--- config.mk ---
export PLATFORM = sky130hd
export DESIGN_NAME = teg_timer_evt
export DESIGN_NICKNAME = d
export VERILOG_FILES = /design/src/rtl/teg_timer_evt.v
export VERILOG_INCLUDE_DIRS = /design/src /design/src/shared
export SDC_FILE = /design/constraint.sdc
export NUM_CORES = 1
export LEC_CHECK = 0
export BUFFER_PORTS_ARGS = -buffer_cell sky130_fd_sc_hd__buf_2
export CAP_MARGIN = 0
export CORE_MARGIN = 5
export CORE_UTILIZATION = 38
export DETAILED_ROUTE_END_ITERATION = 10
export PLACE_DENSITY = 0.57
export REMOVE_ABC_BUFFERS = 1
export SYNTH_ARGS = -nofsm -noshare
export SYNTH_HDL_FRONTEND = slang
export SYNTH_SLANG_ARGS = --single-unit
--- constraint.sdc ---
create_clock -name aclk -period 10.6 [get_ports aclk]
set_clock_uncertainty 0.1 [all_clocks]
set_input_delay 3.18 -clock aclk [delete_from_list [all_inputs] [get_ports aclk]]
set_output_delay 3.18 -clock aclk [all_outputs]
set_load 0.05 [all_outputs]
--- src/shared/teg_consts.vh ---
// Constants for the timer event generator and compare control
`ifndef TEG_CONSTS_VH
`define TEG_CONSTS_VH
// ----------------------------------------
// Register map
// ----------------------------------------
`define TEG_ADDR_W 8
`define TEG_OFF_INTEN 8'h0C
`define TEG_OFF_STAT 8'h10
`define TEG_OFF_SWEVG 8'h14
`define TEG_OFF_CTL0 8'h18
`define TEG_OFF_CV0 8'h34
`define TEG_OFF_CV1 8'h38
`define TEG_INTEN_MASK 32'h0000_5F5F
`define TEG_STAT_MASK 13'h1E5F
`define TEG_CTL0_MASK 16'hFBFB
`define TEG_ZERO32 32'h0000_0000
`define TEG_STRB_ALL 4'hF
`define TEG_RESP_OK 2'b00
`define TEG_RESP_ERR 2'b10
// ----------------------------------------
// Field positions
// ----------------------------------------
`define TEG_BIT_UPD 0
`define TEG_BIT_TRG 6
`define TEG_OF_LSB 9
`define TEG_DEN_LSB 8
`define TEG_CH_STRIDE 8
`define TEG_SEL_LSB 0
`define TEG_SHADOW_BIT 3
`define TEG_MODE_LSB 4
`define TEG_CLREN_BIT 7
// ----------------------------------------
// Select and compare mode encodings
// ----------------------------------------
`define TEG_SEL_OUT 2'b00
`define TEG_SEL_OWN 2'b01
`define TEG_SEL_CROSS 2'b10
`define TEG_SEL_TRIG 2'b11
`define TEG_MODE_FROZEN 3'b000
`define TEG_MODE_SET 3'b001
`define TEG_MODE_CLR 3'b010
`define TEG_MODE_TOG 3'b011
`define TEG_MODE_LOW 3'b100
`define TEG_MODE_HIGH 3'b101
`define TEG_MODE_PWM0 3'b110
`define TEG_MODE_PWM1 3'b111
`endif

--- src/rtl/teg_timer_evt.v ---
// Timer software event generator and channel 0/1 compare control
//
// Our own choice: the AXI4-Lite interface to the registers.
`timescale 1ns/1ps
`include "teg_consts.vh"
module teg_timer_evt #(
  parameter CNT_W = 16
) (
  input wire aclk,
  input wire aresetn,
  input wire clk_en,
  input wire [7:0] s_axi_awaddr,
  input wire [2:0] s_axi_awprot,
  input wire s_axi_awvalid,
  output wire s_axi_awready,
  input wire [31:0] s_axi_wdata,
  input wire [3:0] s_axi_wstrb,
  input wire s_axi_wvalid,
  output wire s_axi_wready,
  output wire [1:0] s_axi_bresp,
  output wire s_axi_bvalid,
  input wire s_axi_bready,
  input wire [7:0] s_axi_araddr,
  input wire [2:0] s_axi_arprot,
  input wire s_axi_arvalid,
  output wire s_axi_arready,
  output wire [31:0] s_axi_rdata,
  output wire [1:0] s_axi_rresp,
  output wire s_axi_rvalid,
  input wire s_axi_rready,
  input wire [CNT_W-1:0] counter_value,
  input wire counter_tick,
  input wire count_down,
  input wire update_event_in,
  input wire [1:0] chan_active,
  input wire [1:0] chan_polarity,
  input wire ext_trigger_clear_signal,
  input wire own_filtered_input_a,
  input wire cross_filtered_input_a,
  input wire own_filtered_input_b,
  input wire cross_filtered_input_b,
  input wire internal_trigger_source,
  output wire counter_clear,
  output wire counter_reload,
  output wire prescaler_clear,
  output wire irq_request,
  output reg [5:0] dma_request,
  output wire [1:0] chan_reference_out,
  output reg [1:0] chan_pin_out,
  output reg [1:0] chan_capture_in
);

  // ----------------------------------------
  // Decoding and compare helpers
  // ----------------------------------------
  // Known register offset
  function is_mapped;
    input [7:0] a;
    begin
      is_mapped = (a == `TEG_OFF_INTEN) || (a == `TEG_OFF_STAT) ||
        (a == `TEG_OFF_SWEVG) || (a == `TEG_OFF_CTL0) ||
        (a == `TEG_OFF_CV0) || (a == `TEG_OFF_CV1);
    end
  endfunction

  // PWM mode 0 active level
  function pwm_active;
    input [CNT_W-1:0] cnt;
    input [CNT_W-1:0] cv;
    input down;
    begin
      if (down) begin
        pwm_active = (cnt <= cv);
      end else begin
        pwm_active = (cnt < cv);
      end
    end
  endfunction

  // ----------------------------------------
  // AXI4-Lite write path
  // ----------------------------------------
  reg aw_full_reg;
  reg [7:0] aw_addr_reg;
  reg w_full_reg;
  reg [31:0] w_data_reg;
  reg [3:0] w_strb_reg;
  reg bvalid_reg;
  reg [1:0] bresp_reg;
  wire wr_fire;
  wire wr_word;

  // Readies drop while the clock enable is low, so a master never
  // sees a handshake that the frozen state did not take
  assign s_axi_awready = clk_en & ~aw_full_reg & ~bvalid_reg;
  assign s_axi_wready = clk_en & ~w_full_reg & ~bvalid_reg;
  assign s_axi_bvalid = bvalid_reg;
  assign s_axi_bresp = bresp_reg;
  assign wr_fire = clk_en & aw_full_reg & w_full_reg & ~bvalid_reg;
  assign wr_word = wr_fire & (w_strb_reg == `TEG_STRB_ALL);

  // Holds address and data until both arrive
  always @(posedge aclk) begin
    if (!aresetn) begin
      aw_full_reg <= 1'b0;
      aw_addr_reg <= 8'h00;
      w_full_reg <= 1'b0;
      w_data_reg <= `TEG_ZERO32;
      w_strb_reg <= 4'h0;
      bvalid_reg <= 1'b0;
      bresp_reg <= `TEG_RESP_OK;
    end else if (clk_en) begin
      if (s_axi_awvalid && s_axi_awready) begin
        aw_full_reg <= 1'b1;
        aw_addr_reg <= s_axi_awaddr;
      end
      if (s_axi_wvalid && s_axi_wready) begin
        w_full_reg <= 1'b1;
        w_data_reg <= s_axi_wdata;
        w_strb_reg <= s_axi_wstrb;
      end
      if (wr_fire) begin
        aw_full_reg <= 1'b0;
        w_full_reg <= 1'b0;
        bvalid_reg <= 1'b1;
        bresp_reg <= is_mapped(aw_addr_reg) ? `TEG_RESP_OK : `TEG_RESP_ERR;
      end else if (bvalid_reg && s_axi_bready) begin
        bvalid_reg <= 1'b0;
      end
    end
  end

  // Register write strobes, full-word writes only
  wire wr_inten = wr_word & (aw_addr_reg == `TEG_OFF_INTEN);
  wire wr_stat = wr_word & (aw_addr_reg == `TEG_OFF_STAT);
  wire wr_swevg = wr_word & (aw_addr_reg == `TEG_OFF_SWEVG);
  wire wr_ctl0 = wr_word & (aw_addr_reg == `TEG_OFF_CTL0);
  wire [1:0] wr_cv;
  assign wr_cv[0] = wr_word & (aw_addr_reg == `TEG_OFF_CV0);
  assign wr_cv[1] = wr_word & (aw_addr_reg == `TEG_OFF_CV1);

  // ----------------------------------------
  // Control registers
  // ----------------------------------------
  reg [31:0] inten_reg;
  reg [15:0] ctl_reg;
  reg [15:0] ctl_next;
  reg [6:0] gen_reg;
  integer k;

  // Select field locked while its channel is active
  // Other fields take the write even while the channel runs
  always @* begin
    ctl_next = ctl_reg;
    if (wr_ctl0) begin
      ctl_next = w_data_reg[15:0] & `TEG_CTL0_MASK;
      for (k = 0; k < 2; k = k + 1) begin
        if (chan_active[k]) begin
          ctl_next[k*`TEG_CH_STRIDE+`TEG_SEL_LSB +: 2] =
            ctl_reg[k*`TEG_CH_STRIDE+`TEG_SEL_LSB +: 2];
        end
      end
    end
  end

  // Generate bits live one cycle, then clear
  // Reads never see them, the read mux returns zero there
  always @(posedge aclk) begin
    if (!aresetn) begin
      inten_reg <= `TEG_ZERO32;
      ctl_reg <= 16'h0000;
      gen_reg <= 7'h00;
    end else if (clk_en) begin
      if (wr_inten) begin
        inten_reg <= w_data_reg & `TEG_INTEN_MASK;
      end
      ctl_reg <= ctl_next;
      gen_reg <= wr_swevg ? w_data_reg[6:0] : 7'h00;
    end
  end

  // Counter core actions of a software update
  assign counter_clear = gen_reg[`TEG_BIT_UPD] & ~count_down;
  assign counter_reload = gen_reg[`TEG_BIT_UPD] & count_down;
  assign prescaler_clear = gen_reg[`TEG_BIT_UPD];
  wire upd_any = update_event_in | gen_reg[`TEG_BIT_UPD];

  // ----------------------------------------
  // AXI4-Lite read path
  // ----------------------------------------
  reg rvalid_reg;
  reg [31:0] rdata_reg;
  reg [1:0] rresp_reg;
  reg [12:0] stat_reg;
  wire [2*CNT_W-1:0] cv_bus;
  wire rd_fire = clk_en & s_axi_arvalid & ~rvalid_reg;
  reg [31:0] rd_mux;

  // Same clock enable gating as the write side
  assign s_axi_arready = clk_en & ~rvalid_reg;
  assign s_axi_rvalid = rvalid_reg;
  assign s_axi_rdata = rdata_reg;
  assign s_axi_rresp = rresp_reg;

  // Read data selection, generate bits read zero
  always @* begin
    rd_mux = `TEG_ZERO32;
    case (s_axi_araddr)
      `TEG_OFF_INTEN: rd_mux = inten_reg;
      `TEG_OFF_STAT: rd_mux = {19'h0_0000, stat_reg};
      `TEG_OFF_CTL0: rd_mux = {16'h0000, ctl_reg};
      `TEG_OFF_CV0: rd_mux[CNT_W-1:0] = cv_bus[CNT_W-1:0];
      `TEG_OFF_CV1: rd_mux[CNT_W-1:0] = cv_bus[2*CNT_W-1:CNT_W];
      default: rd_mux = `TEG_ZERO32;
    endcase
  end

  // One read answered at a time
  always @(posedge aclk) begin
    if (!aresetn) begin
      rvalid_reg <= 1'b0;
      rdata_reg <= `TEG_ZERO32;
      rresp_reg <= `TEG_RESP_OK;
    end else if (clk_en) begin
      if (rd_fire) begin
        rvalid_reg <= 1'b1;
        rdata_reg <= rd_mux;
        rresp_reg <= is_mapped(s_axi_araddr) ? `TEG_RESP_OK : `TEG_RESP_ERR;
      end else if (rvalid_reg && s_axi_rready) begin
        rvalid_reg <= 1'b0;
      end
    end
  end

  // ----------------------------------------
  // Channel 0 and 1 capture/compare
  // ----------------------------------------
  wire [1:0] cmp_evt;
  wire [1:0] cap_of;
  wire [1:0] rd_cv_clr;
  reg [1:0] ref_reg;
  wire [1:0] own_in = {own_filtered_input_b, own_filtered_input_a};
  wire [1:0] cross_in = {cross_filtered_input_b, cross_filtered_input_a};
  assign chan_reference_out = ref_reg;

  genvar ch;
  generate
    for (ch = 0; ch < 2; ch = ch + 1) begin : ch_g
      localparam B = ch * `TEG_CH_STRIDE;
      wire [1:0] sel = ctl_reg[B+`TEG_SEL_LSB +: 2];
      wire [2:0] mode = ctl_reg[B+`TEG_MODE_LSB +: 3];
      wire clr_en = ctl_reg[B+`TEG_CLREN_BIT];
      wire shadow_en = ctl_reg[B+`TEG_SHADOW_BIT];
      wire is_input = (sel != `TEG_SEL_OUT);
      wire sw_evt = gen_reg[ch+1];
      reg [CNT_W-1:0] cv_act_reg;
      reg [CNT_W-1:0] cv_shd_reg;
      reg ref_next;
      wire match = counter_tick & (counter_value == cv_act_reg);
      wire pwm0 = pwm_active(counter_value, cv_act_reg, count_down);

      assign cv_bus[ch*CNT_W +: CNT_W] = cv_act_reg;
      assign cmp_evt[ch] = ~is_input & match;
      assign cap_of[ch] = sw_evt & is_input & stat_reg[ch+1];
      assign rd_cv_clr[ch] = rd_fire & is_input &
        (s_axi_araddr == (ch == 0 ? `TEG_OFF_CV0 : `TEG_OFF_CV1));

      // Compare value, capture and shadow transfer
      // Input mode bypasses the shadow so captures land at once
      always @(posedge aclk) begin
        if (!aresetn) begin
          cv_act_reg <= {CNT_W{1'b0}};
          cv_shd_reg <= {CNT_W{1'b0}};
        end else if (clk_en) begin
          if (wr_cv[ch]) begin
            cv_shd_reg <= w_data_reg[CNT_W-1:0];
          end
          if (sw_evt && is_input) begin
            cv_act_reg <= counter_value;
          end else if (wr_cv[ch] && (!shadow_en || is_input)) begin
            cv_act_reg <= w_data_reg[CNT_W-1:0];
          end else if (shadow_en && upd_any && !is_input) begin
            cv_act_reg <= cv_shd_reg;
          end
        end
      end

      // Reference waveform by compare mode
      // Clear input overrides every mode, force high included
      always @* begin
        ref_next = ref_reg[ch];
        if (clr_en && ext_trigger_clear_signal) begin
          ref_next = 1'b0;
        end else begin
          case (mode)
            `TEG_MODE_FROZEN: ref_next = ref_reg[ch];
            `TEG_MODE_SET: if (match) ref_next = 1'b1;
            `TEG_MODE_CLR: if (match) ref_next = 1'b0;
            `TEG_MODE_TOG: if (match) ref_next = ~ref_reg[ch];
            `TEG_MODE_LOW: ref_next = 1'b0;
            `TEG_MODE_HIGH: ref_next = 1'b1;
            `TEG_MODE_PWM0: ref_next = pwm0;
            `TEG_MODE_PWM1: ref_next = ~pwm0;
            default: ref_next = ref_reg[ch];
          endcase
        end
      end

      // Reference, pin and capture source flops
      // Capture source reads zero while the channel is an output
      always @(posedge aclk) begin
        if (!aresetn) begin
          ref_reg[ch] <= 1'b0;
          chan_pin_out[ch] <= 1'b0;
          chan_capture_in[ch] <= 1'b0;
        end else if (clk_en) begin
          ref_reg[ch] <= ref_next;
          chan_pin_out[ch] <= ref_next ^ chan_polarity[ch];
          case (sel)
            `TEG_SEL_OWN: chan_capture_in[ch] <= own_in[ch];
            `TEG_SEL_CROSS: chan_capture_in[ch] <= cross_in[ch];
            `TEG_SEL_TRIG: chan_capture_in[ch] <= internal_trigger_source;
            default: chan_capture_in[ch] <= 1'b0;
          endcase
        end
      end
    end
  endgenerate

  // ----------------------------------------
  // Status flags, set wins over clear
  // ----------------------------------------
  reg [12:0] set_vec;
  reg [12:0] clr_vec;
  wire [5:0] evt6 = {gen_reg[`TEG_BIT_TRG], gen_reg[4:3],
    gen_reg[2:1] | cmp_evt, gen_reg[`TEG_BIT_UPD] | update_event_in};

  // Flag sources and software clears
  always @* begin
    set_vec = 13'h0000;
    clr_vec = 13'h0000;
    set_vec[4:0] = evt6[4:0];
    set_vec[`TEG_BIT_TRG] = evt6[5];
    set_vec[`TEG_OF_LSB +: 2] = cap_of;
    if (wr_stat) begin
      clr_vec = ~w_data_reg[12:0];
    end
    clr_vec[2:1] = clr_vec[2:1] | rd_cv_clr;
  end

  // Flag register, masked to the implemented bits
  // A hardware set in the cycle of a software clear wins, so an
  // event is never lost to a clear that raced it
  always @(posedge aclk) begin
    if (!aresetn) begin
      stat_reg <= 13'h0000;
    end else if (clk_en) begin
      stat_reg <= ((stat_reg & ~clr_vec) | set_vec) & `TEG_STAT_MASK;
    end
  end

  // Interrupt level from enabled flags
  assign irq_request = |(stat_reg[6:0] & inten_reg[6:0]);

  // DMA request pulses per enabled event
  always @(posedge aclk) begin
    if (!aresetn) begin
      dma_request <= 6'h00;
    end else if (clk_en) begin
      dma_request <= evt6 & {inten_reg[`TEG_DEN_LSB+6],
        inten_reg[`TEG_DEN_LSB +: 5]};
    end
  end

endmodule

==> summary.txt <==
Logic synthesis
  – Number of distinct library cells after synthesis: 61
  – Syn Inst Count: 1078
  – Synth warnings: 0
  – Share of the synthesized area in the top cell type: 37.8%
  – Yosys reg bits: 168
  – Syn avg cell area: 8.25 um2
  – Cell taking the most area after synthesis: dfxtp_1
  – Async S/R FF share, synth: 0%
  – Largest cells by area after synthesis: dfxtp_1, nand2_1, a21boi_0
  – Netlist area before placement: 8900 um2
  – Top FF cell, synth: dfxtp_1
  – EDFF count, synth: 0
  – Post-synthesis sequential area ratio: 37.8%

Floorplan
  – Row count: 56
  – Initial core utilization: 38.3%
  – Horizontal die dimension: 163 um
  – Die area: 26600 um2
  – Die Ht: 163 um
  – Ports: 152
  – CORE AREA: 23300 um2

Critical path
  – RR Endpoint: chan_pin_out[1]$_SDFFE_PN0P_
  – Setup crit start kind: primary input
  – Critical Path RT: 7320 ps
  – R2R depth: 11
  – Critical path type: in -> out
  – Critical Path End Type: primary output
  – Arrival time at the worst endpoint: 4520 ps
  – R2R Path Start: ch_g[1].cv_act_reg[13]$_SDFFE_PN0P_
  – Maximum fanout along the worst path: 29
  – R2R Setup Slk: 6970 ps

Pwr
  – Combinational Power Share: 8.4%
  – Seq pwr share: 46.8%
  – Worst vdd ir: 81.9 uV
  – LEAKAGE: 0.00410 uW
  – Pint: 1020 uW
  – Clock share of power: 44.9%
  – Power Density: 138 nW/um2
  – Switching power: 379 uW
  – Pwr Total: 1400 uW
  – Sw Ratio: 27.1%

STA
  – Final hold vios: 0
  – Final Critical Period: 7800 ps
  – Setup tns final: 0 ps
  – Final setup viols: 0
  – Slew Limit Fails: 0
  – Hold WS: 344 ps
  – RSZ-0062 raised after global routing: no
  – Fmax: 128 MHz
  – Worst slew pin tran: 1150 ps
  – Worst slew margin: 22.9%
  – Crit share post-route: 73.6%

Global route
  – GRT Overall Usage: 20.0%
  – First-pass GRT wire length: 41.3 mm
  – Vias in the first global route: 7098
  – Largest net degree at the start of global routing: 84
  – Initial antenna violation count: 1
  – Global route total overflow: 0

Detailed routing
  – TritonRoute pass-1 iters: 5
  – Violation count after the first detailed-route iteration: 534
  – Vias/cell: 5.23
  – Drt wl/cell: 18.2 um
  – Via count: 7723
  – Final wirelength: 26.8 mm
  – # DRC: 0
  – ANT nets after route: 0

Layout
  – Area of the multi-input gates: 5020 um2
  – Layout cell share with drive strength beyond 1: 14.8%
  – Design Area, Final: 10100 um2
  – Area delta synth->final: 14.0%
  – Nets: 1276
  – Final Util: 43.6%
  – Fillcell total: 2446
  – Reg area: 3360 um2

Placement
  – DP HPWL: 19.3 mm
  – I/O Buffers: 111
  – GP Congestion: 0.904
  – Placed cell area: 9560 um2

Clock tree
  – H-tree Lvls: 4
  – Setup repair bufs after CTS: 0
  – Num CTS Buffers: 17
  – Clock Path Buffers: 2
  – Clock root cell: clkbuf_16
  – Hold buffer count at CTS: 0
  – Clock sinks: 168
  – CTS tree: built
  – Post-CTS sizing: 0
  – Reg clk slew, reported paths: 70 ps
  – Worst-skew pair later-pin latency: 430 ps

Min path
  – Hold Path Stages: 1
  – Hold_sp: stat_reg[12]$_SDFFE_PN0P_
  – Worst Hold Path EP: stat_reg[12]$_SDFFE_PN0P_
  – HP Class: reg -> reg

Job
  – Max Cap Viol: 0

Run status
  – Status: finished, final reports clean
[cells by family (layout without fill, tap and decap cells)]
logic type      Yosys count  after routing  synth area share [%]
buf+inv                 128            191                  6.68
fa+ha+maj                36             36                  5.06
other cells               1             19                0.0421
flops                   168            168                  37.8
mux                      40             40                  4.81
compound gates          301            301                  24.3
simple gates            404            404                  21.4
[worst max-delay path by stage]
stage | cells past startpoint | end | slack, ps | startpoint
2_1_floorplan | 1 | s_axi_arready | 3380 | clk_en
3_3_place_gp | 5 | s_axi_awready | 2780 | clk_en
3_5_place_dp | 5 | s_axi_wready | 2770 | clk_en
4_1_cts | 5 | s_axi_wready | 2770 | clk_en
5_1_grt | 5 | s_axi_wready | 2640 | clk_en
6_report | 5 | s_axi_wready | 2800 | clk_en
[power by group through the flow]
| stage | clock network (uW) | registers (uW) | logic [uW] |
|---|---|---|---|
| final | 628 | 654 | 117 |
| after global routing | 667 | 655 | 128 |
| after CTS | 637 | 654 | 118 |
| after detailed placement | 0 | 669 | 117 |
| after global placement | 0 | 668 | 116 |
| after floorplan | 0 | 673 | 58.9 |
[layout by cell type, fill, tap and decap left out, types with 10 or more instances in the layout]
master / synthesis / routed
nor2b_1: 35 / 35
clkbuf_16: 0 / 17
nand4_1: 13 / 13
a22o_1: 28 / 28
mux2i_1: 36 / 36
ha_1: 36 / 36
inv_1: 39 / 39
nand2b_1: 10 / 10
a221oi_1: 12 / 12
dfxtp_1: 168 / 168
nand3_1: 18 / 18
conb_1: 1 / 18
and2_1: 16 / 16
buf_2: 10 / 110
o21ai_0: 36 / 36
nor2_1: 55 / 54
a211oi_1: 18 / 18
buf_4: 21 / 10
nand2_1: 222 / 222
a21boi_0: 98 / 98
a21oi_1: 42 / 42
a31oi_1: 11 / 11
a21o_1: 18 / 18
[metrics by stage]
step	cells	setup slack [ps]
global placement	1445	2780
CTS	1477	2770
detailed placement	1445	2770
floorplan	1006	3380
global route	1477	2640
finish	1478	2800
[Yosys cell counts (3+ instances only)]
| cell type | number |
|---|---|
| inv_1 | 39 |
| nand2_1 | 222 |
| and3_1 | 9 |
| buf_2 | 10 |
| a221oi_1 | 12 |
| a21o_1 | 18 |
| o211a_1 | 4 |
| a31oi_1 | 11 |
| o2111a_1 | 3 |
| nand4_1 | 13 |
| nand3_1 | 18 |
| clkbuf_1 | 54 |
| and2_1 | 16 |
| nor2_1 | 55 |
| dfxtp_1 | 168 |
| o21ai_0 | 36 |
| a22o_1 | 28 |
| nor4_1 | 4 |
| nand3b_1 | 4 |
| a21boi_0 | 98 |
| o21a_1 | 5 |
| a22oi_1 | 3 |
| mux2i_1 | 36 |
| a211oi_1 | 18 |
| ha_1 | 36 |
| o211ai_1 | 5 |
| buf_6 | 3 |
| buf_4 | 21 |
| nor2b_1 | 35 |
| nand2b_1 | 10 |
| a21oi_1 | 42 |
[metal layers]
metal  vias up  global-route usage, %  wire, um
li1       3872                      -         -
met1      3583                   28.3     12500
met2       232                   31.6     12100
met3        34                   2.88      1640
met4         2                   5.76       570
met5         -                      0        13
[critical path, stage by stage]
cell and delay [ps]:
buf_2 320, buf_4 390, nand2b_1 120, nor2_1 190
buf_2 300
[final cells by class]
cell class	instances	share of cell area (%)
clock inverter	13	1.36
antenna	1	0.0247
clock buffer	19	4.46
sequential	168	33.1
tap	319	3.93
inverter	39	1.44
multi-input combinational	799	49.5
timing repair buffer	120	6.16
No activity file was read; power rests on OpenSTA's default activity.
